[config.mk]
export PLATFORM = sky130hd
export DESIGN_NAME = flash_erase_host
export DESIGN_NICKNAME = d
export VERILOG_FILES = /design/src/core/flash_bus_cycle.v /design/src/core/flash_erase_host.v
export VERILOG_INCLUDE_DIRS = /design/src /design/src/core
export SDC_FILE = /design/constraint.sdc
export NUM_CORES = 1
export LEC_CHECK = 0
export BUFFER_PORTS_ARGS = -buffer_cell sky130_fd_sc_hd__buf_2
export CORE_MARGIN = 3
export CORE_UTILIZATION = 55
export DETAILED_ROUTE_END_ITERATION = 8
export GPL_TIMING_DRIVEN = 0
export PLACE_DENSITY = 0.77
export SYNTH_ARGS = -nofsm -noshare
export SYNTH_HDL_FRONTEND = slang
export SYNTH_SLANG_ARGS = --single-unit
[constraint.sdc]
create_clock -name clk -period 5.84 [get_ports clk]
set_input_delay 0.876 -clock clk [delete_from_list [all_inputs] [get_ports clk]]
set_output_delay 0.876 -clock clk [all_outputs]
set_load 0.02 [all_outputs]
[src/core/flash_host_consts.vh]
/*
 * Constants for the parallel flash host controller: clock rate, strobe
 * timing, erase durations, command words, operation codes.
 * Assumes a 125 MHz system clock and a flash used in 16-bit word mode.
 */
`ifndef FLASH_HOST_CONSTS_VH
`define FLASH_HOST_CONSTS_VH

// ****************************************************************
// Clock
// ****************************************************************
`define CLK_PERIOD_NS     8
`define CLK_HZ            125000000
// Least time in ns to whole cycles, rounded up, never below one
`define NS2CYC(ns)        ((((ns)+`CLK_PERIOD_NS-1)/`CLK_PERIOD_NS) < 1 ? \
	1 : (((ns)+`CLK_PERIOD_NS-1)/`CLK_PERIOD_NS))

// ****************************************************************
// Strobe timing in ns, synchroniser margin in cycles
// ****************************************************************
`define T_AS_NS           10
`define T_WP_NS           100
`define T_ACC_NS          120
`define T_WPH_ERASE_NS    150
`define T_OEHP_NS         150
`define SYNC_MARGIN_CYC   3

// ****************************************************************
// Erase durations
// ****************************************************************
`define T_EC_S            10
`define T_SEC_MS          200

// ****************************************************************
// Command words and addresses
// ****************************************************************
`define ADDR_UNLOCK1      19'h05555
`define ADDR_UNLOCK2      19'h02AAA
`define DATA_UNLOCK1      16'h00AA
`define DATA_UNLOCK2      16'h0055
`define DATA_ERASE_SETUP  16'h0080
`define DATA_CHIP_ERASE   16'h0010
`define DATA_SECTOR_ERASE 16'h0030
`define DATA_ID_ENTRY     16'h0090
`define DATA_ID_EXIT      16'h00F0

// ****************************************************************
// Operation codes on the command port
// ****************************************************************
`define OP_CHIP_ERASE     3'h0
`define OP_SECTOR_ERASE   3'h1
`define OP_ID_READ        3'h2
`define OP_ID_EXIT        3'h3
`define OP_ARRAY_READ     3'h4

// ****************************************************************
// Status bit positions
// ****************************************************************
`define BIT_POLL          7
`define BIT_TOGGLE        6
`define BIT_SUSP_TOGGLE   2

`endif

[src/core/flash_bus_cycle.v]
/*
 * One flash bus cycle, read or write, on the chip-select, output-enable
 * and write strobes with the required setup, pulse and recovery times.
 * Assumes a single clock domain; the data pins come from outside it.
 */
`timescale 1ns/1ps
`default_nettype none
`include "flash_host_consts.vh"

module flash_bus_cycle (
	input  wire        clk,
	input  wire        reset,
	input  wire        start,
	input  wire        is_write,
	input  wire [18:0] addr,
	input  wire [15:0] wdata,
	output wire        idle,
	output reg         done_reg,
	output reg  [15:0] rdata_reg,
	output reg  [18:0] flash_addr_reg,
	output reg  [15:0] flash_dq_out_reg,
	output reg         flash_dq_oe_reg,
	input  wire [15:0] flash_dq_in,
	output reg         flash_ce_n_reg,
	output reg         flash_oe_n_reg,
	output reg         flash_we_n_reg
);

	// ****************************************************************
	// Cycle counts
	// ****************************************************************
	localparam integer SETUP_I = `NS2CYC(`T_AS_NS);
	localparam integer WP_I    = `NS2CYC(`T_WP_NS);
	localparam integer ACC_I   = `NS2CYC(`T_ACC_NS) + `SYNC_MARGIN_CYC;
	localparam integer HIGH_I  = `NS2CYC(`T_OEHP_NS);
	localparam [4:0] SETUP_CYC = SETUP_I[4:0];
	localparam [4:0] WP_CYC    = WP_I[4:0];
	localparam [4:0] ACC_CYC   = ACC_I[4:0];
	localparam [4:0] HIGH_CYC  = HIGH_I[4:0];

	localparam [2:0] S_IDLE  = 3'h0;
	localparam [2:0] S_SETUP = 3'h1;
	localparam [2:0] S_WRITE = 3'h2;
	localparam [2:0] S_READ  = 3'h3;
	localparam [2:0] S_SAMP  = 3'h4;
	localparam [2:0] S_RECOV = 3'h5;

	reg [2:0]  state_reg;    // Cycle phase
	reg [4:0]  cnt_reg;      // Phase countdown
	reg        write_reg;    // Cycle is a write
	reg [15:0] dq_s1_reg;    // Pin synchroniser stage 1
	reg [15:0] dq_s2_reg;    // Pin synchroniser stage 2
	reg [15:0] dq_s3_reg;    // Pin synchroniser stage 3

	assign idle = (state_reg == S_IDLE);

	// ****************************************************************
	// Data pin synchroniser
	// ****************************************************************
	always @(posedge clk) begin
		dq_s1_reg <= flash_dq_in;
		dq_s2_reg <= dq_s1_reg;
		dq_s3_reg <= dq_s2_reg;
	end

	// ****************************************************************
	// Strobe sequencer
	// ****************************************************************
	always @(posedge clk) begin
		if (reset) begin
			state_reg        <= S_IDLE;
			cnt_reg          <= 5'h00;
			write_reg        <= 1'b0;
			done_reg         <= 1'b0;
			rdata_reg        <= 16'h0000;
			flash_addr_reg   <= 19'h00000;
			flash_dq_out_reg <= 16'h0000;
			flash_dq_oe_reg  <= 1'b0;
			flash_ce_n_reg   <= 1'b1;
			flash_oe_n_reg   <= 1'b1;
			flash_we_n_reg   <= 1'b1;
		end else begin
			done_reg <= 1'b0;
			case (state_reg)
			S_IDLE: begin
				// Latch address and data, drop chip select
				if (start) begin
					write_reg        <= is_write;
					flash_addr_reg   <= addr;
					flash_dq_out_reg <= wdata;
					flash_dq_oe_reg  <= is_write;
					flash_ce_n_reg   <= 1'b0;
					cnt_reg          <= SETUP_CYC;
					state_reg        <= S_SETUP;
				end
			end
			S_SETUP: begin
				// Address setup, then the chosen strobe falls
				if (cnt_reg == 5'h01) begin
					if (write_reg) begin
						flash_we_n_reg <= 1'b0;
						cnt_reg        <= WP_CYC;
						state_reg      <= S_WRITE;
					end else begin
						flash_oe_n_reg <= 1'b0;
						cnt_reg        <= ACC_CYC;
						state_reg      <= S_READ;
					end
				end else begin
					cnt_reg <= cnt_reg - 5'h01;
				end
			end
			S_WRITE: begin
				// Write pulse; output enable stays high throughout
				if (cnt_reg == 5'h01) begin
					flash_we_n_reg <= 1'b1;
					flash_ce_n_reg <= 1'b1;
					cnt_reg        <= HIGH_CYC;
					state_reg      <= S_RECOV;
				end else begin
					cnt_reg <= cnt_reg - 5'h01;
				end
			end
			S_READ: begin
				// Access time plus synchroniser latency
				if (cnt_reg == 5'h01)
					state_reg <= S_SAMP;
				else
					cnt_reg <= cnt_reg - 5'h01;
			end
			S_SAMP: begin
				// Take the word once two stages agree
				if (dq_s2_reg == dq_s3_reg) begin
					rdata_reg      <= dq_s3_reg;
					flash_oe_n_reg <= 1'b1;
					flash_ce_n_reg <= 1'b1;
					cnt_reg        <= HIGH_CYC;
					state_reg      <= S_RECOV;
				end
			end
			S_RECOV: begin
				// Strobes high at least 150 ns before the next cycle
				if (cnt_reg == 5'h01) begin
					flash_dq_oe_reg <= 1'b0;
					done_reg        <= 1'b1;
					state_reg       <= S_IDLE;
				end else begin
					cnt_reg <= cnt_reg - 5'h01;
				end
			end
			default: begin
				state_reg <= S_IDLE;
			end
			endcase
		end
	end

endmodule // flash_bus_cycle
`default_nettype wire

[src/core/flash_erase_host.v]
/*
 * Host controller for a dual-plane parallel flash: issues chip and
 * sector erase commands, detects the end of erase by toggle polling,
 * enters, reads and leaves product identification, and reads the array.
 * Assumes a flash in word mode wired to the flash_* pins, one clock.
 */
`timescale 1ns/1ps
`default_nettype none
`include "flash_host_consts.vh"

module flash_erase_host #(
	parameter [30:0] CHIP_ERASE_MAX_CYC   = `T_EC_S * `CLK_HZ,
	parameter [30:0] SECTOR_ERASE_NOM_CYC = `T_SEC_MS * (`CLK_HZ / 1000)
) (
	input  wire        clk,
	input  wire        reset,
	input  wire        cmd_valid,
	output wire        cmd_ready,
	input  wire [2:0]  cmd_op,
	input  wire [18:0] cmd_addr,
	output reg         done_reg,
	output reg  [15:0] result_reg,
	output reg         timeout_reg,
	output wire [18:0] flash_addr,
	output wire [15:0] flash_dq_out,
	output wire        flash_dq_oe,
	input  wire [15:0] flash_dq_in,
	output wire        flash_ce_n,
	output wire        flash_oe_n,
	output wire        flash_we_n
);

	// ****************************************************************
	// States and counts
	// ****************************************************************
	localparam [2:0] M_IDLE   = 3'h0;
	localparam [2:0] M_WRITE  = 3'h1;
	localparam [2:0] M_WWAIT  = 3'h2;
	localparam [2:0] M_NOM    = 3'h3;
	localparam [2:0] M_READ   = 3'h4;
	localparam [2:0] M_RWAIT  = 3'h5;
	localparam [2:0] M_FIN    = 3'h6;

	reg [2:0]  state_reg;     // Controller state
	reg [2:0]  op_reg;        // Operation in progress
	reg [18:0] addr_reg;      // Command address, also polling address
	reg [2:0]  step_reg;      // Command write step
	reg        first_reg;     // Next poll read is the first
	reg [15:0] prev_reg;      // Previous poll read
	reg [30:0] timer_reg;     // Erase elapsed cycles
	reg        eng_start;     // Start one bus cycle
	reg        eng_write;     // Bus cycle direction
	reg [34:0] step_word;     // Current step address and data
	wire       eng_idle;      // Bus engine free
	wire       eng_done;      // Bus cycle finished
	wire [15:0] eng_rdata;    // Word read by the engine

	// ****************************************************************
	// Command step table
	// ****************************************************************
	// Returns number of write steps for an operation
	function [2:0] step_count;
		input [2:0] op;
		begin
			case (op)
			`OP_CHIP_ERASE:   step_count = 3'h6;
			`OP_SECTOR_ERASE: step_count = 3'h6;
			`OP_ID_READ:      step_count = 3'h3;
			`OP_ID_EXIT:      step_count = 3'h3;
			default:          step_count = 3'h0;
			endcase
		end
	endfunction

	// Address and data of one write step
	always @* begin
		step_word = {`ADDR_UNLOCK1, `DATA_UNLOCK1};
		case (step_reg)
		3'h0: step_word = {`ADDR_UNLOCK1, `DATA_UNLOCK1};
		3'h1: step_word = {`ADDR_UNLOCK2, `DATA_UNLOCK2};
		3'h2: begin
			// Third step names the operation
			if (op_reg == `OP_ID_READ)
				step_word = {`ADDR_UNLOCK1, `DATA_ID_ENTRY};
			else if (op_reg == `OP_ID_EXIT)
				step_word = {`ADDR_UNLOCK1, `DATA_ID_EXIT};
			else
				step_word = {`ADDR_UNLOCK1, `DATA_ERASE_SETUP};
		end
		3'h3: step_word = {`ADDR_UNLOCK1, `DATA_UNLOCK1};
		3'h4: step_word = {`ADDR_UNLOCK2, `DATA_UNLOCK2};
		3'h5: begin
			// Final erase cycle
			if (op_reg == `OP_CHIP_ERASE)
				step_word = {`ADDR_UNLOCK1, `DATA_CHIP_ERASE};
			else
				step_word = {addr_reg, `DATA_SECTOR_ERASE};
		end
		default: step_word = {`ADDR_UNLOCK1, `DATA_UNLOCK1};
		endcase
	end

	assign cmd_ready = (state_reg == M_IDLE);

	// ****************************************************************
	// Controller
	// ****************************************************************
	always @(posedge clk) begin
		if (reset) begin
			state_reg   <= M_IDLE;
			op_reg      <= `OP_ARRAY_READ;
			addr_reg    <= 19'h00000;
			step_reg    <= 3'h0;
			first_reg   <= 1'b1;
			prev_reg    <= 16'h0000;
			timer_reg   <= 31'h00000000;
			eng_start   <= 1'b0;
			eng_write   <= 1'b0;
			done_reg    <= 1'b0;
			result_reg  <= 16'h0000;
			timeout_reg <= 1'b0;
		end else begin
			eng_start <= 1'b0;
			done_reg  <= 1'b0;
			if (state_reg == M_NOM || state_reg == M_READ ||
			    state_reg == M_RWAIT)
				timer_reg <= timer_reg + 31'h00000001;
			case (state_reg)
			M_IDLE: begin
				// Take a command
				if (cmd_valid) begin
					op_reg      <= cmd_op;
					addr_reg    <= cmd_addr;
					step_reg    <= 3'h0;
					first_reg   <= 1'b1;
					timer_reg   <= 31'h00000000;
					timeout_reg <= 1'b0;
					if (step_count(cmd_op) == 3'h0)
						state_reg <= M_READ;
					else
						state_reg <= M_WRITE;
				end
			end
			M_WRITE: begin
				// Launch one command write
				if (eng_idle) begin
					eng_start <= 1'b1;
					eng_write <= 1'b1;
					state_reg <= M_WWAIT;
				end
			end
			M_WWAIT: begin
				// Next step or move on after the last
				if (eng_done) begin
					if (step_reg == step_count(op_reg) - 3'h1) begin
						if (op_reg == `OP_SECTOR_ERASE)
							state_reg <= M_NOM;
						else if (op_reg == `OP_CHIP_ERASE)
							state_reg <= M_READ;
						else if (op_reg == `OP_ID_READ)
							state_reg <= M_READ;
						else
							state_reg <= M_FIN;
					end else begin
						step_reg  <= step_reg + 3'h1;
						state_reg <= M_WRITE;
					end
				end
			end
			M_NOM: begin
				// Wait the nominal sector erase time before polling
				if (timer_reg >= SECTOR_ERASE_NOM_CYC)
					state_reg <= M_READ;
			end
			M_READ: begin
				// One read cycle at the held address
				if (eng_idle) begin
					eng_start <= 1'b1;
					eng_write <= 1'b0;
					state_reg <= M_RWAIT;
				end
			end
			M_RWAIT: begin
				if (eng_done) begin
					result_reg <= eng_rdata;
					if (op_reg == `OP_CHIP_ERASE ||
					    op_reg == `OP_SECTOR_ERASE) begin
						// Busy while the toggle bit changes between reads
						prev_reg  <= eng_rdata;
						first_reg <= 1'b0;
						if (!first_reg && (eng_rdata[`BIT_TOGGLE] ==
						    prev_reg[`BIT_TOGGLE])) begin
							state_reg <= M_FIN;
						end else if (timer_reg >= CHIP_ERASE_MAX_CYC) begin
							timeout_reg <= 1'b1;
							state_reg   <= M_FIN;
						end else begin
							state_reg <= M_READ;
						end
					end else begin
						state_reg <= M_FIN;
					end
				end
			end
			M_FIN: begin
				// Report completion
				done_reg  <= 1'b1;
				state_reg <= M_IDLE;
			end
			default: begin
				state_reg <= M_IDLE;
			end
			endcase
		end
	end

	// ****************************************************************
	// Bus cycle engine
	// ****************************************************************
	flash_bus_cycle u_cycle (
		.clk              (clk),
		.reset            (reset),
		.start            (eng_start),
		.is_write         (eng_write),
		.addr             ((state_reg == M_WRITE || state_reg == M_WWAIT) ?
		                   step_word[34:16] : addr_reg),
		.wdata            (step_word[15:0]),
		.idle             (eng_idle),
		.done_reg         (eng_done),
		.rdata_reg        (eng_rdata),
		.flash_addr_reg   (flash_addr),
		.flash_dq_out_reg (flash_dq_out),
		.flash_dq_oe_reg  (flash_dq_oe),
		.flash_dq_in      (flash_dq_in),
		.flash_ce_n_reg   (flash_ce_n),
		.flash_oe_n_reg   (flash_oe_n),
		.flash_we_n_reg   (flash_we_n)
	);

endmodule // flash_erase_host
`default_nettype wire

==> impl.org, run 1 <==
** Yosys
- Warnings, synthesis :: 0
- Proportion of synthesized chip area in sequential cells :: between 50% and 60%
- Count of flip-flops with a built-in enable after synthesis :: 0
- Post-Syn Area per Cell :: 8.92 um2
- Most used flip-flop cell after synthesis :: dfxtp_1
- Yosys mapped the design onto between 60 and 70 distinct sky130hd cell types.
- Syn Std Cell Area :: 7200 um2
- Synthesized flop and latch total :: 184
- Asr flop ratio synth :: 0%
- Synthesis produced 807 cells.

** Timing
- Final min period :: 2660 ps
- Static timing analysis puts the maximum clock frequency at between 300 and 400 MHz.
- Adding up every negative setup slack in the final design gives 0 ps.
- Count of final hold-check violations :: 0
- Setup repair after global routing left no endpoint under its margin.
- Count of final max-slew check failures :: 0
- Relative slew slack :: 49.3%
- Total of endpoints with negative setup slack in the final report :: 0
- Largest clock skew in the final design :: 10.7 ps
- Post-route clock period utilization :: 45.6%
- At the pin with the least slew margin, the transition time is approximately 760 ps.

** Min path
- Worst min-delay path class :: reg -> reg

** Placed design
- Buffers placed on the I/O ports in this run total 89.
- Detailed placement finished with a half-perimeter wire length of around 11000 um.
- Gp weighted congestion :: 0.895
- Total instance count after detailed placement :: 1075

** Critical path
- Class of the most critical setup path :: reg -> out
- Data arrives at the worst endpoint at between 1500 and 2000 ps.
- Of all nets on the critical path, the largest fanout is 10.
- STA classifies the critical path startpoint as a register.
- Critical path endpoint category :: output pin
- WP data required :: a little under 5000 ps

** Global route
- Wire length of the first global-routing pass :: approximately 26000 um
- Total GRT Usage :: 21.8%
- Antenna violations before repair :: 0
- Via count of the first global-routing pass :: 5439
- Pin count of the biggest net entering global routing :: 17
- Global route total overflow :: 0

** Pwr
- Of the total power, combinational logic draws a little under a quarter.
- Power Density :: 406 nW/um2
- Leakage power figure :: 3.36 nW
- The clock network burns 33.7% of the power.
- Switching component of the power :: 1.08 mW
- Cell internal power was estimated by the tool at 2.36 mW.
- In this run switching power makes up 31.4% of total power.
- The worst-case IR drop observed on VDD is roughly 0.25 mV.
- Of the total power, registers draw 42.4%.
- Total power for the finished layout comes to between 3 and 4 mW.

** Final layout
- Net count of the finished layout :: ~970
- Filler instances :: 1108
- Of the cells placed in the final design, the portion with a size suffix greater than 1 is 15.9%.
- Area added between synthesis and finish :: 17.9%
- Antenna cell count :: 0
- Finished Layout Cells :: 1105
- The register with the most flip-flops in the layout has 31 of them.
- Commonest cells after routing, fill and taps aside :: dfxtp_1 (184), nand2_1 (122), buf_2 (93), a21oi_1 (88), nor2_1 (79)
- Leading cell type in the layout, fill and taps excluded :: dfxtp_1

** Clock tree
- Clock insertion delay at the later pin of the skew report :: 430 ps
- Longest Clk Path Bufs :: 2
- Number of buffers inserted during clock tree synthesis :: 17
- The clock drives 184 sinks.
- Clock-pin slew on the worst setup and hold paths :: 60 ps
- Resize count post-CTS :: 0
- TritonCTS built the clock tree.
- The tree is rooted in a clkbuf_16.
- Hold buffer count at cts :: 0
- The number of setup buffers added after CTS is 0.
- CTS built an H-tree with a depth of 4.

** Run status
- The run finished with clean final reports.

** Die
- Number of rows in the core area :: just over 40
- Io pins :: around 100
- Standard cell core area :: about 13000 um2
- Total Die Area :: 14500 um2
- Die X-Extent :: ~120 um
- Starting density of the core :: between 50% and 60%
- DIE HEIGHT :: around 120 um

** Drt
- WL final :: 15600 um
- After detailed routing, the average wire length per cell comes to 14.1 um.
- In this run the remaining antenna-violating nets after routing total 0.
- The routed layout has between 5000 and 6000 vias.
- The first detailed-routing pass ran for 6 iterations.
- Starting DRT DRC Count :: 538
- Number of remaining DRC errors :: 0
- Per-cell via count in the routed design :: 5.40

** Job
- The tool flagged a number of max-cap violations equal to 0.
==> cell usage after synthesis, types with 2 or more instances <==
cell type | number | area share [%]
nand2_1 | 122 | 6.4
nor4bb_1 | 2 | 0.28
nor3_1 | 12 | 0.83
nor4_1 | 5 | 0.43
a32o_1 | 2 | 0.28
and3_1 | 5 | 0.43
ha_1 | 8 | 1.4
or2_2 | 3 | 0.26
o31ai_1 | 3 | 0.31
a21o_1 | 3 | 0.31
mux2i_1 | 17 | 2.4
a22oi_1 | 5 | 0.52
and4_1 | 2 | 0.24
a21boi_0 | 2 | 0.21
o311ai_0 | 2 | 0.24
xnor2_1 | 31 | 3.8
nor2b_1 | 4 | 0.35
o21ai_0 | 23 | 1.6
o211ai_1 | 18 | 1.9
nor2_1 | 79 | 4.1
buf_4 | 11 | 1.1
or3_1 | 6 | 0.52
xor2_1 | 18 | 2.2
a31oi_1 | 4 | 0.35
and2_1 | 4 | 0.35
a21oi_1 | 88 | 6.1
clkbuf_8 | 3 | 0.57
nand4_1 | 12 | 1.0
a211oi_1 | 6 | 0.63
nand3_1 | 28 | 1.9
buf_2 | 4 | 0.28
dfxtp_1 | 184 | 51
o32ai_1 | 2 | 0.24
nand2b_1 | 9 | 0.78
clkbuf_1 | 32 | 1.7
inv_1 | 16 | 0.83
nand3b_1 | 3 | 0.31
buf_6 | 2 | 0.31
nor4_2 | 2 | 0.35
==> through the flow <==
stage               util (%)  hold WS [ps]  setup WS [ps]  cell area, um2
finish                  66.7           326           3180            8490
global route            66.7           332           3110            8490
CTS                     66.7           329           3220            8490
detailed placement      62.0           314           3540            7890
global placement        62.0           310           3550            7890
floorplan                  -           310           3720            7220
==> power groups by stage <==
| stage | clock, mW | sequential (mW) | combinational (mW) |
|---|---|---|---|
| floorplan | 0 | 1.51 | 0.564 |
| global placement | 0 | 1.48 | 0.799 |
| detailed placement | 0 | 1.48 | 0.810 |
| CTS | 1.18 | 1.46 | 0.817 |
| global route | 1.23 | 1.47 | 0.918 |
| finish | 1.16 | 1.46 | 0.823 |
==> final timing paths <==
| check | cells past startpoint | to | start | slack (ps) |
|---|---|---|---|---|
| setup / recovery | 4 | cmd_ready | state_reg[2]$_SDFFE_PP0P_ | 3180 |
| hold reg to reg | 0 | u_cycle.dq_s2_reg[10]$_DFF_P_ | u_cycle.dq_s1_reg[10]$_DFF_P_ | 330 |
| setup reg to reg | 7 | step_reg[2]$_SDFFE_PP0P_ | state_reg[2]$_SDFFE_PP0P_ | 3510 |
| hold / removal | 0 | u_cycle.dq_s2_reg[10]$_DFF_P_ | u_cycle.dq_s1_reg[10]$_DFF_P_ | 330 |
==> routing by layer <==
metal | vias to the layer above | routed length [um] | track usage [%] | part of all wire, %
li1 | 2991 | - | - | -
met1 | 2742 | 7320 | 29.3 | 47
met2 | 209 | 6980 | 34.1 | 45
met3 | 25 | 948 | 4.54 | 6.1
met4 | 0 | 331 | 9.35 | 2.1
met5 | - | 0 | 0 | 0
==> critical path, cell delays in order (launching register included) <==
cell and delay [ps]:
dfxtp_1 290, buf_2 160, clkbuf_1 240, nor3_1 410
buf_2 250
==> layout make-up <==
cell class	instances	area [um2]	share of cell area, %
Sequential cell	184	3680	43.4
Tap cell	172	215	2.54
Clock inverter	10	144	1.70
Inverter	17	63.8	0.752
Buffer	52	287	3.38
Clock buffer	20	457	5.38
Multi-Input combinational cell	561	3190	37.6
Timing Repair Buffer	89	445	5.25
==> cells by family (layout without fill, tap and decap cells) <==
logic type      count (synthesis)  in the layout  synth area share, %
buf+inv                        69            188                 4.87
compound gates                172            172                 14.4
simple gates                  307            307                 19.8
mux                            17             17                 2.36
xor+xnor                       49             49                 5.96
other cells                     1              8               0.0521
flops                         184            184                 51.2
fa+ha+maj                       8              8                 1.39
(Power assumes the default switching activity.)
==> inputs of run 2 (changes only) <==
--- a/config.mk
+++ b/config.mk
@@ -8,10 +8,10 @@
 export LEC_CHECK = 0
 export BUFFER_PORTS_ARGS = -buffer_cell sky130_fd_sc_hd__buf_2
 export CORE_MARGIN = 3
-export CORE_UTILIZATION = 55
+export CORE_UTILIZATION = 51
 export DETAILED_ROUTE_END_ITERATION = 8
 export GPL_TIMING_DRIVEN = 0
-export PLACE_DENSITY = 0.77
+export PLACE_DENSITY = 0.75
 export SYNTH_ARGS = -nofsm -noshare
 export SYNTH_HDL_FRONTEND = slang
 export SYNTH_SLANG_ARGS = --single-unit
==> constraint.sdc (replaced) <==
create_clock -name clk -period 2.35 [get_ports clk]
set_input_delay 0.3525 -clock clk [delete_from_list [all_inputs] [get_ports clk]]
set_output_delay 0.3525 -clock clk [all_outputs]
set_load 0.02 [all_outputs]
==> run 2 against run 1 <==
Effect of this change:
- worst hold slack got worse by 170 ps
- count of clock-buffer cells in the layout decreased by 3
- worst setup slack got worse by 3000 ps
- critical path depth increased by 4
- critical path type is now reg -> reg
==> impl.org, run 2 (synthesis gave the netlist of run 1 again) <==
** Clock tree
- TritonCTS built the clock tree.
- Clock H-tree levels :: 4
- Number of buffers inserted during clock tree synthesis :: 17
- Clock-pin slew on the worst setup and hold paths :: 70 ps
- Longest Clk Path Bufs :: 2
- The clock drives 184 sinks.
- Root cell of the clock tree :: clkbuf_16
- Post-CTS setup buffer count :: 0
- Clock insertion delay at the later pin of the skew report :: around 440 ps

** Die
- Standard cell core area :: 13500 um2
- Total Die Area :: 15600 um2
- In this run the core area contains 42 standard-cell rows.
- Measured along the x axis, the die boundary spans 125 um.
- During I/O placement, the number of pins put on the boundary was 99.
- Starting density of the core :: 53.3%
- DIE HEIGHT :: 125 um

** Critical path
- WP data required :: 2720 ps
- Category of the worst setup path launch point :: register
- Class of the most critical setup path :: reg -> reg
- Arrival time at the worst endpoint :: 2540 ps
- Slowest stage cell on the critical path :: dfxtp_1
- The worst setup path is captured at a register.
- CP Max Fanout :: 9
- Reg2Reg Launch Point :: u_cycle.cnt_reg[0]$_SDFFE_PP0P_
- Worst-path cell chain :: ha_1, or4b_1, buf_2, o22a_1, a32o_1, buf_6, a21bo_1, a21oi_2
- On the worst path, the slowest cell contributes a delay of 460 ps.
- The most critical setup path has its startpoint at u_cycle.cnt_reg[0]$_SDFFE_PP0P_.

** Pwr
- Switching share of power :: 33.6%
- Sequential cell fraction of total power :: a little over two fifths
- Power Density :: 988 nW/um2
- Clk network pwr share :: 33.3%
- Peak VDD IR :: 0.800 mV
- Internal :: 5.69 mW
- Share of total power in combinational logic :: 24.2%
- Switching component of the power :: 2.88 mW
- Leakage power figure :: 3.45 nW
- Overall Power :: 8.57 mW

** Run status
- The run finished with clean final reports.

** Timing
- Count of final hold-check violations :: 0
- Worst Max-Slew Pin Slew :: 828 ps
- The worst path needs roughly 2200 ps of the cycle, external delays included.
- After layout, the worst path uses 92.3% of the clock period.
- Setup repair after global routing left no endpoint under its margin.
- For the final routed database, the setup TNS stands at 0 ps.
- Setup violations remaining at the end of the flow were counted as 0.
- Count of final max-slew check failures :: 0
- Largest clock skew in the final design :: between 9 and 10 ps
- Headroom to the max-slew limit came out at ~45%.
- Top achievable clock speed :: roughly 460 MHz

** Global route
- The first global-routing pass estimated 27400 um of wire.
- Global routing consumed, over all layers together, 21.5% of the routing resources.
- Entering global routing, the biggest net connects 20 pins.
- Global route total overflow :: 0
- The number of antenna violations at the first check in global routing was 0.
- The number of global-route vias before repair was ~5600.

** Final layout
- The area growth from synthesis to layout is 20.5%.
- Number of flip-flops in the largest register :: 31
- Leaving out fill and tap cells, the most frequent cell in the layout is dfxtp_1.
- The number of antenna diodes in the final layout is 0.
- The top cell types in the final layout, fill and taps aside, are dfxtp_1 (184), nand2_1 (122), buf_2 (93), a21oi_1 (88), nor2_1 (79).
- Filler instances :: 1128
- At the end of the flow, the number of nets in the layout was between 900 and 1000.
- In the final layout, the share of cells above drive strength 1 is 16.4%.

** Placed design
- Detailed placement finished with a half-perimeter wire length of approximately 12000 um.
- Gp weighted congestion :: 0.884
- Number of buffer cells added on primary ports :: between 80 and 90

** Drt
- The final layout contains routed wiring with a total length of 16600 um.
- Routed wire length per instance :: 14.8 um
- After the first detailed-routing iteration, the DRC count stood at slightly above 500.
- Detail Route Antenna Nets :: 0
- In the routed design, unresolved DRC markers number 0.
- Dividing the detail-routed via count by the number of cells gives 5.30.
- First-pass iteration count of the detailed router :: 5
- Vias after detailed routing :: around 6000

** Min path
- Worst Hold Launch :: cmd_op[0]
- Worst min-delay path class :: in -> reg

** Job
- Max-cap violations in this run came to 0.
[run 2: changes by cell type in the layout (fill, tap and decap cells not counted), sizes merged]
cell,previous run,this run
inv,18,23
clkinv,3,7
bufinv,3,1
dlygate4sd3,0,16
clkbuf,55,52
clkinvlp,3,1
[run 2: critical path: cells and delay by family, from the launching register on]
family / cells / cell delay [ps]
AO/OA/AOI/OAI: 4 / 700
adder cells (fa/ha/maj): 1 / 210
flip-flops: 1 / 460
buffers and inverters: 2 / 310
AND/OR/NAND/NOR: 1 / 420
[run 2: area by class of cell]
| type | instances | area, um2 | area share, % |
|---|---|---|---|
| Sequential cell | 184 | 3680 | 42.5 |
| Multi-Input combinational cell | 561 | 3210 | 36.9 |
| Timing Repair Buffer | 105 | 606 | 6.98 |
| Clock buffer | 17 | 425 | 4.90 |
| Buffer | 52 | 292 | 3.36 |
| Tap cell | 176 | 220 | 2.54 |
| Clock inverter | 15 | 180 | 2.08 |
| Inverter | 17 | 63.8 | 0.736 |
[run 2: path summary, 6_finish.rpt]
| check | end | slack, ps | depth (start not counted) |
|---|---|---|---|
| worst min register to register | u_cycle.dq_s2_reg[8]$_DFF_P_ | 330 | 0 |
| worst max register to register | u_cycle.cnt_reg[3]$_SDFFE_PP0P_ | 180 | 8 |
| worst min-delay path | op_reg[0]$_SDFFE_PP0P_ | 150 | 3 |
| worst max-delay path | u_cycle.cnt_reg[3]$_SDFFE_PP0P_ | 180 | 8 |
[run 2: what timing repair did]
action	in CTS	in global routing
setup endpoints to repair	1	40
cloned	0	0
resized for setup	1	9
hold endpoints to repair	16	0
hold buffers	16	0
[run 2: power by group through the flow]
stage / logic [mW] / clock network (mW) / registers (mW)
2_1_floorplan: 1.40 / 0 / 3.75
3_3_place_gp: 1.99 / 0 / 3.70
3_5_place_dp: 2.02 / 0 / 3.70
4_1_cts: 2.06 / 2.91 / 3.63
5_1_grt: 2.30 / 3.04 / 3.68
6_report: 2.07 / 2.86 / 3.64
[run 2: per-layer routing]
layer	GRT usage (%)	part of all wire (%)
met5	0	0
met4	6.64	1.6
met3	5.75	5.9
met2	35.5	48
met1	27.6	45
[run 2: through the flow]
step | worst slack (ps) | instances | cell area, um2 | util, % | hold slack, ps
finish | 182 | 1127 | 8680 | 64.2 | 153
floorplan | 232 | 814 | 7220 | - | 310
global placement | -8.61 | 1079 | 7890 | 58.4 | 312
detailed placement | 15.2 | 1079 | 7890 | 58.4 | 312
global route | 16.0 | 1127 | 8680 | 64.2 | 147
CTS | 51.5 | 1127 | 8660 | 64.2 | 131
